===== config.mk =====
export PLATFORM = sky130hd
export DESIGN_NAME = periph_disable_bank
export DESIGN_NICKNAME = d
export VERILOG_FILES = /design/src/include/pmd_pkg.sv /design/src/verilog/periph_disable_bank.sv
export SDC_FILE = /design/constraint.sdc
export NUM_CORES = 1
export LEC_CHECK = 0
export ABC_AREA = 1
export BUFFER_PORTS_ARGS = -buffer_cell sky130_fd_sc_hd__buf_4
export CORE_UTILIZATION = 45
export DETAILED_ROUTE_END_ITERATION = 10
export PLACE_DENSITY = 0.72
export SKIP_LAST_GASP = 1
export SLEW_MARGIN = 20
export SYNTH_ARGS = -nofsm -noshare
export SYNTH_HDL_FRONTEND = slang
export SYNTH_SLANG_ARGS = --single-unit
export TNS_END_PERCENT = 5

===== constraint.sdc =====
create_clock -name CLK_SYS_IN -period 2.8 [get_ports CLK_SYS_IN]
set_input_delay 0.14 -clock CLK_SYS_IN [delete_from_list [all_inputs] [get_ports CLK_SYS_IN]]
set_output_delay 0.14 -clock CLK_SYS_IN [all_outputs]
set_load 0.01 [all_outputs]

===== src/include/pmd_pkg.sv =====
package pmd_pkg;

	// Byte offsets of the disable registers on the bus
	localparam logic [11:0] MOD_A_OFFSET   = 12'h000;
	localparam logic [11:0] MOD_B_OFFSET   = 12'h004;
	localparam logic [11:0] DMA_OFFSET     = 12'h008;

	// Values after power-on reset
	localparam logic [15:0] MOD_A_RESET    = 16'h0000;
	localparam logic [15:0] MOD_B_RESET    = 16'h0000;
	localparam logic [15:0] DMA_RESET      = 16'h0000;

	// Implemented bits of each register
	localparam logic [15:0] MOD_A_MASK     = 16'hffff;
	localparam logic [15:0] MOTOR_MASK     = 16'h0600;
	localparam logic [15:0] MOD_B_MASK     = 16'h0003;
	localparam logic [15:0] DMA_MASK       = 16'h00f0;

	// Field positions in the first register
	localparam int TIMER_LO_BIT   = 11;
	localparam int ENCODER_BIT    = 10;
	localparam int PWM_BIT        = 9;
	localparam int CODEC_BIT      = 8;
	// Field positions in the second register
	localparam int I2C_TWO_BIT    = 1;
	localparam int ADC_TWO_BIT    = 0;
	// Field positions in the DMA register
	localparam int DMA_TWELVE_BIT = 7;
	localparam int DMA_EIGHT_BIT  = 6;
	localparam int DMA_FOUR_BIT   = 5;
	localparam int DMA_ZERO_BIT   = 4;

	// Bus responses
	localparam logic [1:0]  RESP_OKAY      = 2'h0;
	localparam logic [1:0]  RESP_SLVERR    = 2'h2;

	localparam int MOD_COUNT = 18;
	localparam int DMA_COUNT = 15;

	// Gating toward the peripherals: clock enables and held resets
	typedef struct packed {
		logic [MOD_COUNT-1:0] clk_en;
		logic [MOD_COUNT-1:0] rst;
		logic [DMA_COUNT-1:0] dma_clk_en;
		logic [DMA_COUNT-1:0] dma_rst;
	} periph_ctl_t;

endpackage


===== src/verilog/periph_disable_bank.sv =====
`timescale 1ns/1ps

// Summary of operation
// - First register bits 15..11 switch off timers five..one when one.
// - First register bits 10, 9, 8 switch off encoder, PWM, codec port.
// - First register bits 7..4 switch off I2C one, UART two, UART one, SPI two.
// - First register bits 3..0 switch off SPI one, CAN two, CAN one, ADC one.
// - All disable bits are read/write and clear at power-on reset.
// - Encoder and PWM bits exist only on motor-control variants.
// - Second register bit 1 switches off I2C two, bit 0 ADC two.
// - DMA register bits 15..8 and 3..0 are unimplemented, read zero.
// - DMA register bit 7 switches off channels 12, 13, 14.
// - DMA register bit 6 switches off channels 8 to 11.
// - DMA register bit 5 switches off channels 4 to 7.
// - DMA register bit 4 switches off channels 0 to 3.
module periph_disable_bank #(
	parameter bit HAS_MOTOR_CTRL = 1'b1,
	parameter int ADDR_W         = 12
) (
	input  wire logic                 CLK_SYS_IN,
	input  wire logic                 RESETN_IN,
	input  wire logic [ADDR_W-1:0]    AXI_AWADDR_IN,
	input  wire logic                 AXI_AWVALID_IN,
	output logic                      AXI_AWREADY_OUT,
	input  wire logic [31:0]          AXI_WDATA_IN,
	input  wire logic [3:0]           AXI_WSTRB_IN,
	input  wire logic                 AXI_WVALID_IN,
	output logic                      AXI_WREADY_OUT,
	output logic [1:0]                AXI_BRESP_OUT,
	output logic                      AXI_BVALID_OUT,
	input  wire logic                 AXI_BREADY_IN,
	input  wire logic [ADDR_W-1:0]    AXI_ARADDR_IN,
	input  wire logic                 AXI_ARVALID_IN,
	output logic                      AXI_ARREADY_OUT,
	output logic [31:0]               AXI_RDATA_OUT,
	output logic [1:0]                AXI_RRESP_OUT,
	output logic                      AXI_RVALID_OUT,
	input  wire logic                 AXI_RREADY_IN,
	output pmd_pkg::periph_ctl_t      PERIPH_CTL_OUT
);
	import pmd_pkg::*;

	// Motor bits vanish on variants without motor-control hardware
	localparam logic [15:0] A_MASK = HAS_MOTOR_CTRL ? MOD_A_MASK : (MOD_A_MASK & ~MOTOR_MASK);

	// Refused at elaboration: the decoder reads address bits 11..2
	if (ADDR_W < 12 || ADDR_W > 32) begin : g_addr_check
		$error("ADDR_W must lie between 12 and 32");
	end

	typedef struct packed {
		logic              aw_rdy;
		logic              aw_full;
		logic [11:0]       aw_addr;
		logic              w_rdy;
		logic              w_full;
		logic [31:0]       w_data;
		logic [3:0]        w_strb;
		logic              b_valid;
		logic [1:0]        b_resp;
		logic              ar_rdy;
		logic              r_valid;
		logic [31:0]       r_data;
		logic [1:0]        r_resp;
		logic [15:0]       mod_a;
		logic [15:0]       mod_b;
		logic [15:0]       dma;
		periph_ctl_t       ctl;
	} state_t;

	state_t st;
	state_t next_st;

	// Word decode; low two address bits are ignored as AXI4-Lite allows
	function automatic logic [1:0] decode(input logic [11:0] addr);
		logic [1:0] sel;
		sel = 2'h3;
		case ({addr[11:2], 2'h0})
			MOD_A_OFFSET: sel = 2'h0;
			MOD_B_OFFSET: sel = 2'h1;
			DMA_OFFSET:   sel = 2'h2;
			default:      sel = 2'h3;
		endcase
		return sel;
	endfunction

	// Merge written byte lanes into a 16-bit register
	function automatic logic [15:0] merge(input logic [15:0] old, input logic [31:0] data,
			input logic [3:0] strb, input logic [15:0] mask);
		logic [15:0] val;
		val = old;
		if (strb[0]) begin
			val[7:0] = data[7:0];
		end
		if (strb[1]) begin
			val[15:8] = data[15:8];
		end
		return val & mask;
	endfunction

	// Next state: bus handshakes, register writes, gate outputs
	always_comb begin
		logic [1:0]  wsel;
		logic [1:0]  rsel;
		logic [15:0] rval;
		next_st = st;
		wsel = decode(st.aw_addr);
		rsel = decode(AXI_ARADDR_IN[11:0]);
		rval = 16'h0000;

		// Address and data are taken in either order
		if (st.aw_rdy && AXI_AWVALID_IN) begin
			next_st.aw_rdy = 1'b0;
			next_st.aw_full = 1'b1;
			next_st.aw_addr = AXI_AWADDR_IN[11:0];
		end
		if (st.w_rdy && AXI_WVALID_IN) begin
			next_st.w_rdy = 1'b0;
			next_st.w_full = 1'b1;
			next_st.w_data = AXI_WDATA_IN;
			next_st.w_strb = AXI_WSTRB_IN;
		end

		// Both halves present: commit the write and answer
		if (st.aw_full && st.w_full && !st.b_valid) begin
			next_st.aw_full = 1'b0;
			next_st.w_full = 1'b0;
			next_st.b_valid = 1'b1;
			next_st.b_resp = RESP_OKAY;
			case (wsel)
				2'h0: next_st.mod_a = merge(st.mod_a, st.w_data, st.w_strb, A_MASK);
				2'h1: next_st.mod_b = merge(st.mod_b, st.w_data, st.w_strb, MOD_B_MASK);
				2'h2: next_st.dma = merge(st.dma, st.w_data, st.w_strb, DMA_MASK);
				default: next_st.b_resp = RESP_SLVERR;
			endcase
		end
		if (st.b_valid && AXI_BREADY_IN) begin
			next_st.b_valid = 1'b0;
			next_st.aw_rdy = 1'b1;
			next_st.w_rdy = 1'b1;
		end

		// Reads answer one cycle after the address is taken
		case (rsel)
			2'h0: rval = st.mod_a;
			2'h1: rval = st.mod_b;
			2'h2: rval = st.dma;
			default: rval = 16'h0000;
		endcase
		if (st.ar_rdy && AXI_ARVALID_IN) begin
			next_st.ar_rdy = 1'b0;
			next_st.r_valid = 1'b1;
			next_st.r_data = {16'h0000, rval};
			next_st.r_resp = (rsel == 2'h3) ? RESP_SLVERR : RESP_OKAY;
		end
		if (st.r_valid && AXI_RREADY_IN) begin
			next_st.r_valid = 1'b0;
			next_st.ar_rdy = 1'b1;
		end

		// Gates follow the register value written on the same edge
		next_st.ctl.rst[15:0] = next_st.mod_a;
		next_st.ctl.rst[17] = next_st.mod_b[I2C_TWO_BIT];
		next_st.ctl.rst[16] = next_st.mod_b[ADC_TWO_BIT];
		next_st.ctl.dma_rst[14:12] = {3{next_st.dma[DMA_TWELVE_BIT]}};
		next_st.ctl.dma_rst[11:8] = {4{next_st.dma[DMA_EIGHT_BIT]}};
		next_st.ctl.dma_rst[7:4] = {4{next_st.dma[DMA_FOUR_BIT]}};
		next_st.ctl.dma_rst[3:0] = {4{next_st.dma[DMA_ZERO_BIT]}};
		// Clock stops exactly while reset is held, so no half-reset state
		next_st.ctl.clk_en = ~next_st.ctl.rst;
		next_st.ctl.dma_clk_en = ~next_st.ctl.dma_rst;
	end

	// State register; every peripheral starts enabled
	always_ff @(posedge CLK_SYS_IN or negedge RESETN_IN) begin
		if (!RESETN_IN) begin
			st <= '0;
			st.aw_rdy <= 1'b1;
			st.w_rdy <= 1'b1;
			st.ar_rdy <= 1'b1;
			st.mod_a <= MOD_A_RESET;
			st.mod_b <= MOD_B_RESET;
			st.dma <= DMA_RESET;
			st.ctl.clk_en <= '1;
			st.ctl.dma_clk_en <= '1;
		end else begin
			st <= next_st;
		end
	end

	// Outputs come straight from the state flops
	assign AXI_AWREADY_OUT = st.aw_rdy;
	assign AXI_WREADY_OUT = st.w_rdy;
	assign AXI_BVALID_OUT = st.b_valid;
	assign AXI_BRESP_OUT = st.b_resp;
	assign AXI_ARREADY_OUT = st.ar_rdy;
	assign AXI_RVALID_OUT = st.r_valid;
	assign AXI_RDATA_OUT = st.r_data;
	assign AXI_RRESP_OUT = st.r_resp;
	assign PERIPH_CTL_OUT = st.ctl;

	// Checks on the gate mapping and the bus timing
	a_timer_gates: assert property (@(posedge CLK_SYS_IN) disable iff (!RESETN_IN)
		st.ctl.clk_en[15:TIMER_LO_BIT] == ~st.mod_a[15:TIMER_LO_BIT])
		else $error("timer gate does not follow its disable bit");

	a_low_gates: assert property (@(posedge CLK_SYS_IN) disable iff (!RESETN_IN)
		st.ctl.rst[CODEC_BIT:0] == st.mod_a[CODEC_BIT:0])
		else $error("low peripheral reset does not follow its bit");

	a_motor_absent: assert property (@(posedge CLK_SYS_IN) disable iff (!RESETN_IN)
		!HAS_MOTOR_CTRL |-> st.mod_a[ENCODER_BIT:PWM_BIT] == 2'h0)
		else $error("motor bits set on a variant without them");

	a_reset_clear: assert property (@(posedge CLK_SYS_IN) disable iff (!RESETN_IN)
		$rose(RESETN_IN) |-> (st.mod_a == 16'h0000 && st.mod_b == 16'h0000 && st.dma == 16'h0000 && (&st.ctl.clk_en)))
		else $error("disable bits not clear after reset");

	a_dma_unimpl: assert property (@(posedge CLK_SYS_IN) disable iff (!RESETN_IN)
		(AXI_ARVALID_IN && st.ar_rdy && decode(AXI_ARADDR_IN[11:0]) == 2'h2)
			|=> (st.r_valid && st.r_data[15:8] == 8'h00 && st.r_data[3:0] == 4'h0))
		else $error("unimplemented DMA bits read nonzero");

	a_dma_reg_zero: assert property (@(posedge CLK_SYS_IN) disable iff (!RESETN_IN)
		(st.dma & ~DMA_MASK) == 16'h0000)
		else $error("unimplemented DMA bit holds a one");

	a_group_twelve: assert property (@(posedge CLK_SYS_IN) disable iff (!RESETN_IN)
		st.ctl.dma_clk_en[14:12] == {3{~st.dma[DMA_TWELVE_BIT]}})
		else $error("channels 12 to 14 do not follow their bit");

	a_group_eight: assert property (@(posedge CLK_SYS_IN) disable iff (!RESETN_IN)
		st.ctl.dma_rst[11:8] == {4{st.dma[DMA_EIGHT_BIT]}})
		else $error("channels 8 to 11 do not follow their bit");

	a_group_four: assert property (@(posedge CLK_SYS_IN) disable iff (!RESETN_IN)
		st.ctl.dma_rst[7:4] == {4{st.dma[DMA_FOUR_BIT]}})
		else $error("channels 4 to 7 do not follow their bit");

	a_group_zero: assert property (@(posedge CLK_SYS_IN) disable iff (!RESETN_IN)
		st.ctl.dma_clk_en[3:0] == {4{~st.dma[DMA_ZERO_BIT]}})
		else $error("channels 0 to 3 do not follow their bit");

	a_second_reg: assert property (@(posedge CLK_SYS_IN) disable iff (!RESETN_IN)
		{st.ctl.rst[17], st.ctl.rst[16]} == st.mod_b[1:0])
		else $error("I2C two or ADC two gate does not follow its bit");

	a_clock_stopped: assert property (@(posedge CLK_SYS_IN) disable iff (!RESETN_IN)
		(st.ctl.rst == ~st.ctl.clk_en) && (st.ctl.dma_rst == ~st.ctl.dma_clk_en))
		else $error("clock runs while reset is held");

	a_write_lands: assert property (@(posedge CLK_SYS_IN) disable iff (!RESETN_IN)
		(st.aw_full && st.w_full && !st.b_valid && decode(st.aw_addr) == 2'h0 && st.w_strb[0])
			|=> (st.mod_a[7:4] == $past(st.w_data[7:4]) && st.b_valid))
		else $error("write to first register not stored");

	a_read_answer: assert property (@(posedge CLK_SYS_IN) disable iff (!RESETN_IN)
		(AXI_ARVALID_IN && st.ar_rdy && decode(AXI_ARADDR_IN[11:0]) == 2'h0)
			|=> (st.r_valid && st.r_data[10:8] == $past(st.mod_a[10:8])))
		else $error("read of first register wrong or late");

endmodule


==> summary.txt <==
Outcome
  – Status: completed

Global routing
  – Largest net degree at the start of global routing: 52
  – Vias in the first global route: ~3400
  – Total grt overflow: 0
  – Global Route Usage Sum: 0.1866
  – Initial antenna violation count: 0
  – First-pass GRT wire length: approximately 17 mm

Hold path
  – Worst Hold Class: in -> reg

Logic synthesis
  – Ys Warns: 0
  – Sequential area share after synthesis: 0.5005
  – Cells after Synth: between 500 and 600
  – Synth cell types: 25
  – #FFs+latches synth: 97
  – Mapped Area: approximately 5000 µm²
  – Syn_area_per_cell: roughly 8.7 µm²

Layout
  – # diodes: 0
  – Area growth syn-to-layout: 18.21%
  – Final Non-Filler Cells: around 800
  – Commonest non-fill, non-tap cell in the layout: nand2_1
  – Filler Cell Count: 930
  – Share of cells above drive strength 1: 0.3421
  – Fin nets: slightly above 700
  – Most frequent cells in the layout: 163 x nand2_1, 134 x buf_4, 72 x dfrtp_1

Routing
  – Via Count: roughly 3600
  – DRT Pass-1 Iters: 4
  – Post-detailed-route wirelength per cell: 12.93 µm
  – Via/cell ratio: 4.639
  – Post-route DRC: 0
  – Final WL: approximately 10 mm
  – Iteration-0 DRC Markers: 179
  – Final antenna-violating net count: 0

Placed design
  – Placer Congestion: between 0.7 and 0.8
  – HPWL Detailed: ~7.3 mm
  – Place WS: roughly 1000 ps
  – Dpl cells: 738
  – Port bufs: approximately 130

Pwr
  – P_leak: 2.955 nW
  – Pwr dens: approximately 740 nW/µm²
  – VDD IR-drop max: ~0.00032 V

STA
  – Slew margin rel.: 0.6002
  – Post-route clock period utilization: 0.6326
  – Slew @ Worst Pin: 599.7 ps
  – RSZ-0062 raised after global routing: false
  – Final worst slack: 1029 ps
  – Final Critical Period: 1771 ps
  – # setup viols final: 0
  – Final Hold Fails: 0
  – FMAX: roughly 560 MHz
  – Max Slew Vio Count: 0
  – Clock Skews: 16.70 ps
  – TNS Setup: 0 ps

Worst setup path
  – CP dominant cell by count: nand2_1
  – Peak per-stage delay on the critical path: 570 ps
  – Worst-path fanout max: 21
  – CP bufs+invs: 1
  – Worst setup SP type: flop
  – Setup CP Type: reg -> reg
  – CP Capture Type: flop
  – Critical path's slowest cell: inv_1
  – CP Data Required Time: between 3000 and 4000 ps
  – CP cell instances: nand2_1 -> inv_1 -> nand2_1 -> o21ai_0
  – Worst path arrival time: ~2000 ps
  – CP top delay family: buffers and inverters

Clocking
  – CTS Sinks: 97
  – CTS tree: done
  – Root Driver: clkbuf_8
  – CTS-repair resized insts: 0
  – CTS H-tree lvls: 3
  – Clock slew at reported path FFs: ~80 ps
  – Post-CTS setup buffers: 0
  – Worst-skew pair later-pin latency: between 300 and 400 ps
  – Hold buffers post-CTS: 31
  – Clk buf depth: 2
  – Total CTS buffers: 9

Die
  – Core footprint: roughly 10000 µm²
  – IO Count: about 170
  – Die X: 106.5 µm
  – Die height: around 110 µm
  – Initial Util: 0.4695
  – Die area: ~11000 µm²
  – Number of cell rows: 37

Run
  – # Max-Cap Violations: 0
-- cells by family (layout without fill, tap and decap cells) --
family,Yosys count,count (layout),share of synthesized area
DFF,97,97,0.5005
and+or+nand+nor,273,273,0.2580
other,1,18,0.0007634
buffers and inverters,165,230,0.2091
AOI/OAI and AO/OA,31,31,0.03158
-- report_power, final --
group | leakage, nW | switching, W | internal (W)
clock | 0.0870 | 0.000477 | 0.000328
sequential | 1.21 | 0.000339 | 0.00180
combinational | 1.66 | 0.000791 | 0.000555
-- worst paths after layout --
check / from / endpoint / slack [ps] / cells after the start
min: AXI_WDATA_IN[6] / st[163] / 10 / 3
max in group asynchronous: RESETN_IN / AXI_WREADY_OUT / 1720 / 3
min in group asynchronous: RESETN_IN / st[202] / 310 / 2
max: AXI_WREADY_OUT / st[153] / 1030 / 4
min reg2reg: AXI_AWREADY_OUT / AXI_AWREADY_OUT / 490 / 2
max reg2reg: AXI_WREADY_OUT / st[153] / 1030 / 4
-- final cells by class --
cell class	instances	area [µm²]	area share
multi-input combinational	322	1490	0.2566
tap	136	170.2	0.02930
clock buffer	10	127.6	0.02198
sequential	97	2459	0.4234
inverter	48	180.2	0.03103
timing repair buffer	166	1336	0.2301
clock inverter	6	43.79	0.007541
-- synth_stat cells, drive strengths merged --
master | number | share of area
clkbuf | 6 | 0.0046
inv | 48 | 0.037
o21ai | 28 | 0.029
nand2 | 186 | 0.15
nand3 | 26 | 0.031
buf | 111 | 0.17
dfrtp | 72 | 0.37
nand4 | 22 | 0.028
nor3 | 1 | 0.0010
a21oi | 3 | 0.0031
dfstp | 25 | 0.13
nor2 | 38 | 0.043
conb | 1 | 0.00076
-- stage by stage --
stage                 util  hold slack [ps]  area (µm²)  total power, W
finish              0.5550            12.88        5807        0.004291
global route        0.5550            19.14        5807        0.004597
CTS                 0.5550           0.1203        5807        0.004330
detailed placement  0.5090            185.5        5325        0.003484
global placement    0.5090            181.8        5325        0.003434
floorplan                -           -155.6        4976        0.003122
-- layer usage --
layer  up-vias  part of all wire  GRT usage
met2       120              0.47     0.3019
met3         9             0.051    0.02698
li1       1797                 -          -
met1      1716              0.46     0.2587
met4         0             0.011    0.05871
met5         -                 0          0
-- tightest hold or removal path, cell delays in order --
cell	delay (ps)
buf_4	80
nand2_1	50
o21ai_0	60
Power figures use the tool's default switching activity.
